===== config.mk =====
export PLATFORM = sky130hd
export DESIGN_NAME = cis_top
export DESIGN_NICKNAME = d
export VERILOG_FILES = /design/src/cis_pkg.sv /design/src/cis_err_conf.sv /design/src/cis_top.sv
export VERILOG_INCLUDE_DIRS = /design/src
export SDC_FILE = /design/constraint.sdc
export NUM_CORES = 1
export LEC_CHECK = 0
export ABC_AREA = 0
export BUFFER_PORTS_ARGS = -buffer_cell sky130_fd_sc_hd__buf_4
export CAP_MARGIN = 25
export CORE_ASPECT_RATIO = 1.5
export CORE_UTILIZATION = 40
export CTS_CLUSTER_DIAMETER = 50
export DETAILED_ROUTE_END_ITERATION = 8
export GPL_TIMING_DRIVEN = 0
export PLACE_DENSITY = 0.67
export SETUP_SLACK_MARGIN = 0.1
export SYNTH_ARGS = -nofsm -noshare
export SYNTH_HDL_FRONTEND = slang
export SYNTH_SLANG_ARGS = --single-unit

===== constraint.sdc =====
create_clock -name pclk -period 1.5 [get_ports pclk]
set_input_delay 0.3 -clock pclk [delete_from_list [all_inputs] [get_ports pclk]]
set_output_delay 0.3 -clock pclk [all_outputs]
set_load 0.01 [all_outputs]

===== src/cis_map.svh =====
// register offsets, field positions and reset values of the interrupt and status block
`ifndef CIS_MAP_SVH
`define CIS_MAP_SVH

`define CIS_ADDR_W        12
`define CIS_OFF_IRQ_EN    12'h004
`define CIS_OFF_IRQ_DIS   12'h008
`define CIS_OFF_IRQ_MASK  12'h00C
`define CIS_OFF_STATUS    12'h010

`define CIS_MASK_RESET    32'h0000_0000
`define CIS_STATUS_RESET  32'h0000_0000
`define CIS_MASK_VALID    32'h1FFF_00FF
`define CIS_STICKY_BITS   32'h1FC0_0000

`define CIS_MB_LSB        0
`define CIS_ERR_ACTIVE_BIT  16
`define CIS_WARN_BIT        17
`define CIS_ERR_PASSIVE_BIT 18
`define CIS_BUS_OFF_BIT     19
`define CIS_SLEEP_BIT       20
`define CIS_WAKEUP_BIT      21
`define CIS_ROLLOVER_BIT    22
`define CIS_STAMP_BIT       23
`define CIS_CRC_ERR_BIT     24
`define CIS_STUFF_ERR_BIT   25
`define CIS_ACK_ERR_BIT     26
`define CIS_FORM_ERR_BIT    27
`define CIS_BIT_ERR_BIT     28
`define CIS_RX_BUSY_BIT     29
`define CIS_TX_BUSY_BIT     30
`define CIS_OVL_BUSY_BIT    31

`define CIS_WARN_LIMIT    96
`define CIS_PASSIVE_LIMIT 128
`define CIS_BUSOFF_LIMIT  256

`endif


===== src/cis_pkg.sv =====
// types shared by the interrupt and status block
package cis_pkg;
  typedef logic [31:0] cis_word_t;
  typedef enum logic [4:0] {
    CIS_SEL_NONE   = 5'b00001,
    CIS_SEL_EN     = 5'b00010,
    CIS_SEL_DIS    = 5'b00100,
    CIS_SEL_MASK   = 5'b01000,
    CIS_SEL_STATUS = 5'b10000
  } cis_sel_t;
endpackage : cis_pkg


===== src/cis_err_conf.sv =====
// error confinement flags derived from the transmit and receive error counters
`timescale 1ns/100ps
`default_nettype none
`include "cis_map.svh"
module cis_err_conf #(
  parameter int TEC_W = 9,
  parameter int REC_W = 8
) (
  input  wire logic             pclk,          // peripheral clock
  input  wire logic             presetn,       // async reset, active low
  input  wire logic [TEC_W-1:0] tx_err_count,  // transmit error counter
  input  wire logic [REC_W-1:0] rx_err_count,  // receive error counter
  output logic                  error_active_flag,  // neither passive nor bus off
  output logic                  warn_flag,          // a counter above the warning limit
  output logic                  error_passive_flag, // a counter at passive limit or more
  output logic                  bus_off_flag        // transmit counter at bus-off limit or more
);
  logic tec_warn;
  logic rec_warn;
  logic tec_pass;
  logic rec_pass;
  logic bus_off_d;
  logic passive_d;

  assign tec_warn = 32'(tx_err_count) > `CIS_WARN_LIMIT;
  assign rec_warn = 32'(rx_err_count) > `CIS_WARN_LIMIT;
  assign tec_pass = 32'(tx_err_count) >= `CIS_PASSIVE_LIMIT;
  assign rec_pass = 32'(rx_err_count) >= `CIS_PASSIVE_LIMIT;
  assign bus_off_d = 32'(tx_err_count) >= `CIS_BUSOFF_LIMIT;
  assign passive_d = tec_pass || rec_pass;

  // flags follow the counters each cycle and never latch
  always_ff @(posedge pclk or negedge presetn) begin
    if (!presetn) begin
      error_active_flag  <= 1'b0;
      warn_flag          <= 1'b0;
      error_passive_flag <= 1'b0;
      bus_off_flag       <= 1'b0;
    end else begin
      error_active_flag  <= !passive_d && !bus_off_d;  // see R7
      warn_flag          <= tec_warn || rec_warn;  // see R8
      error_passive_flag <= passive_d;  // see R9
      bus_off_flag       <= bus_off_d;
    end
  end
endmodule : cis_err_conf
`default_nettype wire


===== src/cis_top.sv =====
// interrupt mask, status word and apb register slave of the can controller
//
// The APB slave port and the register offsets are this design's own decisions.
`timescale 1ns/100ps
`default_nettype none
`include "cis_map.svh"

// Notes on behaviour
// a one written to a bit of the enable register sets that mask bit, zeros leave it alone.
// a one written to a bit of the disable register clears that mask bit, zeros do nothing, and it reads as zero.
// enable, disable and mask share one layout of mailboxes, state flags and protocol errors.
// the mask register reads one for every enabled source and zero for every disabled one.
// the status word carries overload busy, transmitter busy and receiver busy at bits 31, 30 and 29.
// a mailbox event bit is one while that mailbox reports ready or aborted.
// error active is high exactly while the node is neither error passive nor bus off.
// warning is high while either error counter is above 96.
// error passive is high while either error counter is 128 or more.
// error active, warning and error passive clear by themselves when their cause goes away.
// every source except receiver, transmitter and overload busy (bits 29 to 31) can be enabled and disabled on its own.
// bus off is high while the transmit error counter is 256 or more.
// timer rollover, frame stamp and protocol error flags are sticky and clear when the status is read.
// the interrupt is high while any status bit and its mask bit are both one.
// all mask bits are cleared by reset.
module cis_top
  import cis_pkg::*;
#(
  parameter int NUM_MB = 8,
  parameter int TEC_W  = 9,
  parameter int REC_W  = 8
) (
  input  wire logic                        pclk,           // peripheral clock
  input  wire logic                        presetn,        // async reset, active low
  input  wire logic                        psel,           // apb select
  input  wire logic                        penable,        // apb access phase
  input  wire logic                        pwrite,         // apb direction
  input  wire logic [`CIS_ADDR_W-1:0]      paddr,          // apb byte address
  input  wire logic [31:0]                 pwdata,         // apb write data
  input  wire logic [3:0]                  pstrb,          // apb byte strobes
  output cis_pkg::cis_word_t               prdata,         // apb read data
  output logic                             pready,         // apb ready
  output logic                             pslverr,        // apb error, unmapped address
  input  wire logic [NUM_MB-1:0]           mailbox_ready,  // per mailbox ready
  input  wire logic [NUM_MB-1:0]           mailbox_aborted,// per mailbox aborted
  input  wire logic [TEC_W-1:0]            tx_err_count,   // transmit error counter
  input  wire logic [REC_W-1:0]            rx_err_count,   // receive error counter
  input  wire logic                        sleep_state,    // controller in low power
  input  wire logic                        wakeup_state,   // controller awake
  input  wire logic                        timer_rollover, // pulse, timer wrapped
  input  wire logic                        frame_stamp,    // pulse, frame start or end seen
  input  wire logic                        crc_error,      // pulse, crc error
  input  wire logic                        stuffing_error, // pulse, stuffing error
  input  wire logic                        ack_error,      // pulse, acknowledge error
  input  wire logic                        form_error,     // pulse, form error
  input  wire logic                        bit_error,      // pulse, bit error
  input  wire logic                        receiver_busy,  // receiving a frame
  input  wire logic                        transmitter_busy,// transmitting a frame
  input  wire logic                        overload_busy,  // sending an overload frame
  output logic                             irq             // level interrupt
);
  import cis_pkg::*;

  cis_word_t mask_q;
  cis_word_t mask_d;
  cis_word_t sticky_q;
  cis_word_t sticky_d;
  cis_word_t sticky_set;
  cis_word_t sticky_clr;
  cis_word_t snap_q;
  cis_word_t status_q;
  cis_word_t status_d;
  cis_word_t wr_data;
  cis_word_t rd_data;
  cis_sel_t  sel;
  logic      setup_ph;
  logic      access_ph;
  logic      wr_en;
  logic      wr_dis;
  logic      rd_status;
  logic      irq_q;
  logic      flag_active;
  logic      flag_warn;
  logic      flag_passive;
  logic      flag_bus_off;

  // address decode used by both apb phases
  function automatic cis_sel_t decode(input logic [`CIS_ADDR_W-1:0] a);
    cis_sel_t s;
    s = CIS_SEL_NONE;
    case (a)
      `CIS_OFF_IRQ_EN:   s = CIS_SEL_EN;
      `CIS_OFF_IRQ_DIS:  s = CIS_SEL_DIS;
      `CIS_OFF_IRQ_MASK: s = CIS_SEL_MASK;
      `CIS_OFF_STATUS:   s = CIS_SEL_STATUS;
      default:           s = CIS_SEL_NONE;
    endcase
    return s;
  endfunction : decode

  // expands byte strobes into a bit mask over the write data
  function automatic cis_word_t lane_mask(input logic [3:0] strb);
    cis_word_t m;
    m = 32'h0000_0000;
    for (int i = 0; i < 4; i++) begin
      m[i*8 +: 8] = {8{strb[i]}};
    end
    return m;
  endfunction : lane_mask

  cis_err_conf #(
    .TEC_W (TEC_W),
    .REC_W (REC_W)
  ) u_err_conf (
    .pclk               (pclk),
    .presetn            (presetn),
    .tx_err_count       (tx_err_count),
    .rx_err_count       (rx_err_count),
    .error_active_flag  (flag_active),
    .warn_flag          (flag_warn),
    .error_passive_flag (flag_passive),
    .bus_off_flag       (flag_bus_off)
  );

  // apb phases; the slave never inserts wait states
  assign sel       = decode(paddr);
  assign setup_ph  = psel && !penable;
  assign access_ph = psel && penable;
  assign pready    = 1'b1;
  assign pslverr   = access_ph && (sel == CIS_SEL_NONE);
  assign wr_data   = pwdata & lane_mask(pstrb) & `CIS_MASK_VALID;
  assign wr_en     = access_ph && pwrite && (sel == CIS_SEL_EN);
  assign wr_dis    = access_ph && pwrite && (sel == CIS_SEL_DIS);
  assign rd_status = access_ph && !pwrite && (sel == CIS_SEL_STATUS);

  // mask: write-one-to-set and write-one-to-clear, reserved bits stay zero
  always_comb begin
    mask_d = mask_q;
    if (wr_en) begin
      mask_d = mask_d | wr_data;  // see R1 see R11
    end
    if (wr_dis) begin
      mask_d = mask_d & ~wr_data;  // see R2
    end
  end

  always_ff @(posedge pclk or negedge presetn) begin
    if (!presetn) begin
      mask_q <= `CIS_MASK_RESET;
    end else begin
      mask_q <= mask_d;
    end
  end

  // sticky event capture
  always_comb begin
    sticky_set                 = 32'h0000_0000;
    sticky_set[`CIS_ROLLOVER_BIT]  = timer_rollover;
    sticky_set[`CIS_STAMP_BIT]     = frame_stamp;
    sticky_set[`CIS_CRC_ERR_BIT]   = crc_error;
    sticky_set[`CIS_STUFF_ERR_BIT] = stuffing_error;
    sticky_set[`CIS_ACK_ERR_BIT]   = ack_error;
    sticky_set[`CIS_FORM_ERR_BIT]  = form_error;
    sticky_set[`CIS_BIT_ERR_BIT]   = bit_error;
  end

  // only bits that the read actually returned are cleared, so an event
  // landing between the setup and access edges is kept for the next read
  assign sticky_clr = rd_status ? (snap_q & `CIS_STICKY_BITS) : 32'h0000_0000;

  // a new event in the clearing cycle wins over the clear
  assign sticky_d = ((sticky_q & ~sticky_clr) | sticky_set) & `CIS_STICKY_BITS;

  always_ff @(posedge pclk or negedge presetn) begin
    if (!presetn) begin
      sticky_q <= `CIS_STATUS_RESET;
    end else begin
      sticky_q <= sticky_d;
    end
  end

  // live status word
  always_comb begin
    status_d                     = sticky_q;
    status_d[`CIS_MB_LSB +: NUM_MB] = mailbox_ready | mailbox_aborted;
    status_d[`CIS_ERR_ACTIVE_BIT]  = flag_active;
    status_d[`CIS_WARN_BIT]        = flag_warn;
    status_d[`CIS_ERR_PASSIVE_BIT] = flag_passive;
    status_d[`CIS_BUS_OFF_BIT]     = flag_bus_off;
    status_d[`CIS_SLEEP_BIT]       = sleep_state;
    status_d[`CIS_WAKEUP_BIT]      = wakeup_state;
    status_d[`CIS_RX_BUSY_BIT]     = receiver_busy;
    status_d[`CIS_TX_BUSY_BIT]     = transmitter_busy;
    status_d[`CIS_OVL_BUSY_BIT]    = overload_busy;
  end

  always_ff @(posedge pclk or negedge presetn) begin
    if (!presetn) begin
      status_q <= `CIS_STATUS_RESET;
    end else begin
      status_q <= status_d;
    end
  end

  // read mux, sampled at the setup edge
  always_comb begin
    case (sel)
      CIS_SEL_MASK:   rd_data = mask_q;
      CIS_SEL_STATUS: rd_data = status_q;
      CIS_SEL_EN:     rd_data = 32'h0000_0000;
      CIS_SEL_DIS:    rd_data = 32'h0000_0000;
      default:        rd_data = 32'h0000_0000;
    endcase
  end

  always_ff @(posedge pclk or negedge presetn) begin
    if (!presetn) begin
      prdata <= 32'h0000_0000;
    end else if (setup_ph && !pwrite) begin
      prdata <= rd_data;
    end
  end

  // snapshot of sticky bits handed out by the pending status read
  always_ff @(posedge pclk or negedge presetn) begin
    if (!presetn) begin
      snap_q <= 32'h0000_0000;
    end else if (setup_ph) begin
      snap_q <= (!pwrite && sel == CIS_SEL_STATUS) ? status_q : 32'h0000_0000;
    end
  end

  // interrupt output
  always_ff @(posedge pclk or negedge presetn) begin
    if (!presetn) begin
      irq_q <= 1'b0;
    end else begin
      irq_q <= |(status_q & mask_q);
    end
  end

  assign irq = irq_q;
endmodule : cis_top
`default_nettype wire


==> summary by stage <==
Status
The flow ran to the end, but the final reports show violations. The checks that failed: setup timing.

STA
Setup repair after global routing could not meet its margin everywhere. Across the routed clock network, the largest skew measured is 5.37 ps. The final max-slew violation count is 0. Final hold analysis gives a worst-case slack of 63.0 ps. In the finished design, the share of the clock period the worst path needs comes to 1.05. The transition time at the pin with the least slew margin is 1200 ps. The clock period minus final worst setup slack is 1570 ps. The setup violation total in the final timing report is 30. Setup slack on the critical path of the routed design comes to -74.7 ps. The fmax is 635 MHz. The number of hold violations in the final report is 0. In this run the tightest slew margin relative to its limit is 0.200.

Cells and area
The net count of the finished layout is 538. The non-filler instance count after layout is 555. The storage element area is 0.00220 mm².

The multi-input combinational cells in the finished layout cover a total of 0.00169 mm². The number of inserted filler cells in the final layout is 714. The area growth from synthesis to layout is 55.5%. The repair_antennas step left the layout with diodes totalling 0. The fraction of final layout cells sized beyond drive strength 1 is 0.488.

GRT
The final global-route overflow total is 0. In this run the most used layer during global routing was met2. In the global route stage, met1 resource usage came out at 0.267. The met3 track utilization from global routing is 0.0371.

The overall fraction of global-route tracks in use is 0.232. The wire length of the first global-routing pass is 16000 µm. The number of global-route vias before repair is 3137. In the global route stage, met2 resource usage came out at 0.402. The largest net degree at the start of global routing is 68. The number of antenna violations at the first check in global routing came to 0.

Synthesis
Of the post-synthesis cell area, the dominant cell type holds 0.609. The async set-reset flop share out of synthesis is 1.00. The cell taking the most area after synthesis is sky130_fd_sc_hd__dfrtp_1. During synthesis, Yosys emitted a total of 0 warnings.

The area of the mapped netlist is 0.00362 mm². In the post-synthesis netlist, the cell with the most instances is sky130_fd_sc_hd__dfrtp_1. After synthesis, the cell types taking the most area are sky130_fd_sc_hd__dfrtp_1 (61%), sky130_fd_sc_hd__a22o_1 (7.5%), sky130_fd_sc_hd__a21o_1 (5.8%), sky130_fd_sc_hd__o41ai_1 (5.1%), sky130_fd_sc_hd__o21ai_1 (2.8%). The cell count after synthesis came out at 300.

The number of register bits inferred by synthesis is 88. The count of cell types in the netlist is 34. The commonest cells after synthesis are sky130_fd_sc_hd__dfrtp_1 (88), sky130_fd_sc_hd__a22o_1 (31), sky130_fd_sc_hd__a21o_1 (28), sky130_fd_sc_hd__nand2_1 (23), sky130_fd_sc_hd__o41ai_1 (21). The average instance area after synthesis is 12.1 µm². The prevailing post-synth register cell is sky130_fd_sc_hd__dfrtp_1. Of the synthesized area, sequential elements account for 0.609. The synthesized design contains 0 enable-type register cells.

CTS
The cell at the root of the clock tree is sky130_fd_sc_hd__clkbuf_16. The clock tree from TritonCTS is done. The number of sinks handled by clock tree synthesis is 88.

The clock tree synthesis step divided the H-tree into 3 levels. The total clock buffers created by CTS is 9. The clock passes through at most 2 buffers.

The clock-pin slew reported for the worst setup and hold paths after clock tree synthesis is 60 ps. The clock latency on the worst-skew pair is 340 ps.

Floorplanning
The die span in y is 118 µm. The number of ports placed on the die boundary is 133. The floorplan step defined a die boundary enclosing 0.00944 mm².

In this run the horizontal extent of the chip is 79.7 µm. The placement row count is 42. For this configuration, the core starts out at a cell density of 0.410.

The core region area is 0.00883 mm².

Critical path
The kind of cell adding the most delay to the critical path is simple AND/OR/NAND/NOR gates. The critical path goes through buf_6, nor4_4, nand4b_1, or4_4, buf_6, o21ai_2. The count of buffering cells on the critical path with inverters included is 2. The critical path is of the in2reg type. The kind of start point of the critical path is an input port. The most numerous cell type found on the critical path is sky130_fd_sc_hd__buf_6.

For the worst setup path, the data required time is 1770 ps. The worst endpoint data arrival time is 1840 ps. The kind of end point of the critical path is a flip-flop.

On the critical path, the stage with the largest delay is an instance of sky130_fd_sc_hd__or4_4. The highest fanout seen on the critical path is 5. For this run, the slowest stage of the critical path takes 600 ps.

Routing
The count of unresolved DRC violations after routing is 0. The length of the first detailed-routing pass in iterations is 4. Dividing the detail-routed wire length by the instance count gives 19.1 µm. The wire length reported by the detailed router is 10600 µm.

The number of DRC violations after detailed-routing iteration 0 is 178. The detailed router placed 3090 vias in this run. The via-per-instance ratio is 5.57.

In this run the remaining antenna-violating nets after routing total 0.

Power and ir drop
The power density relative to cell area is 924 mW/mm². The fraction of power consumed by sequential logic is 0.465. The worst vdd rail ir drop is 0.807 mV. The share of total power dissipated in the clock network is 0.452.

Of the total power, the share spent switching nets is 0.215. The analysis attributes to net switching a power of 1.12 mW. The fraction of power consumed by combinational cells is 0.083.

The leakage power total is 2.67 nW. The internal power summed over all cells is 4.08 mW.

Placement
The port buffer count is 109. The number of cells in the design after placement is 527. Routability-driven placement finished with a final weighted congestion of 0.806. The half-perimeter wire length of the detailed placement result is 6900 µm.

Worst hold path
The min-delay analysis places its worst path in the category in2reg.

Job
The tool flagged a number of max-cap violations equal to 0.
[cells in the final DEF, fill, tap and decap left out, types with 2 or more instances in the layout]
master and count:
sky130_fd_sc_hd__buf_6 12, sky130_fd_sc_hd__or4_1 2, sky130_fd_sc_hd__and4_1 2, sky130_fd_sc_hd__dfrtp_1 88
sky130_fd_sc_hd__nand2_1 23, sky130_fd_sc_hd__o211ai_1 2, sky130_fd_sc_hd__a22oi_1 9, sky130_fd_sc_hd__inv_1 2
sky130_fd_sc_hd__or2_2 8, sky130_fd_sc_hd__conb_1 9, sky130_fd_sc_hd__nor2_1 5, sky130_fd_sc_hd__buf_12 3
sky130_fd_sc_hd__a22o_1 31, sky130_fd_sc_hd__clkbuf_16 9, sky130_fd_sc_hd__clkbuf_1 5, sky130_fd_sc_hd__clkbuf_2 3
sky130_fd_sc_hd__a21o_1 28, sky130_fd_sc_hd__o41ai_4 14, sky130_fd_sc_hd__buf_8 8, sky130_fd_sc_hd__o21ai_2 19
sky130_fd_sc_hd__o21ai_1 2, sky130_fd_sc_hd__buf_1 2, sky130_fd_sc_hd__nand3_2 2, sky130_fd_sc_hd__buf_4 118
sky130_fd_sc_hd__nand4_1 2, sky130_fd_sc_hd__clkbuf_8 4, sky130_fd_sc_hd__o41ai_2 7, sky130_fd_sc_hd__nand3_1 8
[stage by stage]
stage | util | setup WS [ps] | power, mW | cell area [µm²] | setup TNS [ps]
finish | 0.637 | -74.7 | 5.20 | 5630 | -1300
global route | 0.637 | -117 | 5.33 | 5630 | -2710
CTS | 0.612 | -34.2 | 5.18 | 5400 | -568
detailed placement | 0.532 | -463 | 2.84 | 4700 | -20930
global placement | 0.529 | -428 | 2.83 | 4670 | -19040
floorplan | - | -129 | 2.57 | 3710 | -3310
[cells by family (layout without fill, tap and decap cells)]
| logic type | after synthesis | after routing | share of synthesized area |
|---|---|---|---|
| AND/OR/NAND/NOR | 64 | 64 | 0.0992 |
| AO/OA/AOI/OAI | 114 | 114 | 0.241 |
| buffers and inverters | 32 | 170 | 0.0491 |
| other | 2 | 9 | 0.00208 |
| flip-flops | 88 | 88 | 0.609 |
[area by class of cell]
class,count,share of cell area
timing repair buffer,122,0.179
clock inverter,2,0.00622
clock buffer,14,0.0505
buffer,30,0.0474
tap,110,0.0245
sequential,88,0.391
inverter,2,0.00133
multi-input combinational,187,0.299
[path summary, 6_finish.rpt]
| path | startpoint | to | slack, ps | cells past startpoint |
|---|---|---|---|---|
| max reg2reg | mask_q[23] | irq | 240 | 4 |
| max | paddr[10] | mask_q[3] | -70 | 6 |
| min reg2reg | u_err_conf.warn_flag | status_q[17] | 350 | 0 |
| min in group asynchronous | presetn | mask_q[6] | 410 | 2 |
| min | receiver_busy | status_q[29] | 60 | 1 |
| max in group asynchronous | presetn | mask_q[0] | 480 | 3 |
[repair_timing]
| item | 4_1_cts | 5_1_grt |
|---|---|---|
| hold buffers | 1 | 0 |
| pin swaps | 27 | 26 |
| buffers inserted | 8 | 2 |
| endpoints found under the setup margin | 52 | 60 |
| gates cloned | 5 | 0 |
| endpoints found under the hold margin | 21 | 0 |
| gates resized for setup | 50 | 43 |
[power groups by stage]
| stage | Combinational (mW) | Clock [mW] | Sequential (mW) |
|---|---|---|---|
| floorplan | 0.116 | 0 | 2.45 |
| global placement | 0.368 | 0 | 2.46 |
| detailed placement | 0.384 | 0 | 2.46 |
| CTS | 0.404 | 2.36 | 2.42 |
| global route | 0.468 | 2.45 | 2.42 |
| finish | 0.432 | 2.35 | 2.42 |
[layer usage]
| layer | share of wire | vias to the layer above |
|---|---|---|
| li1 | - | 1395 |
| met1 | 0.38 | 1554 |
| met2 | 0.54 | 115 |
| met3 | 0.044 | 26 |
| met4 | 0.036 | 0 |
| met5 | 0 | - |
[sequential cells by signal, summed over array words and instances (netlist names)]
signal,flops
prdata,24
status_q,24
mask_q,21
snap_q,7
sticky_q,7
irq,1
u_err_conf.bus_off_flag,1
u_err_conf.error_active_flag,1
u_err_conf.error_passive_flag,1
u_err_conf.warn_flag,1
(Power assumes the default switching activity.)
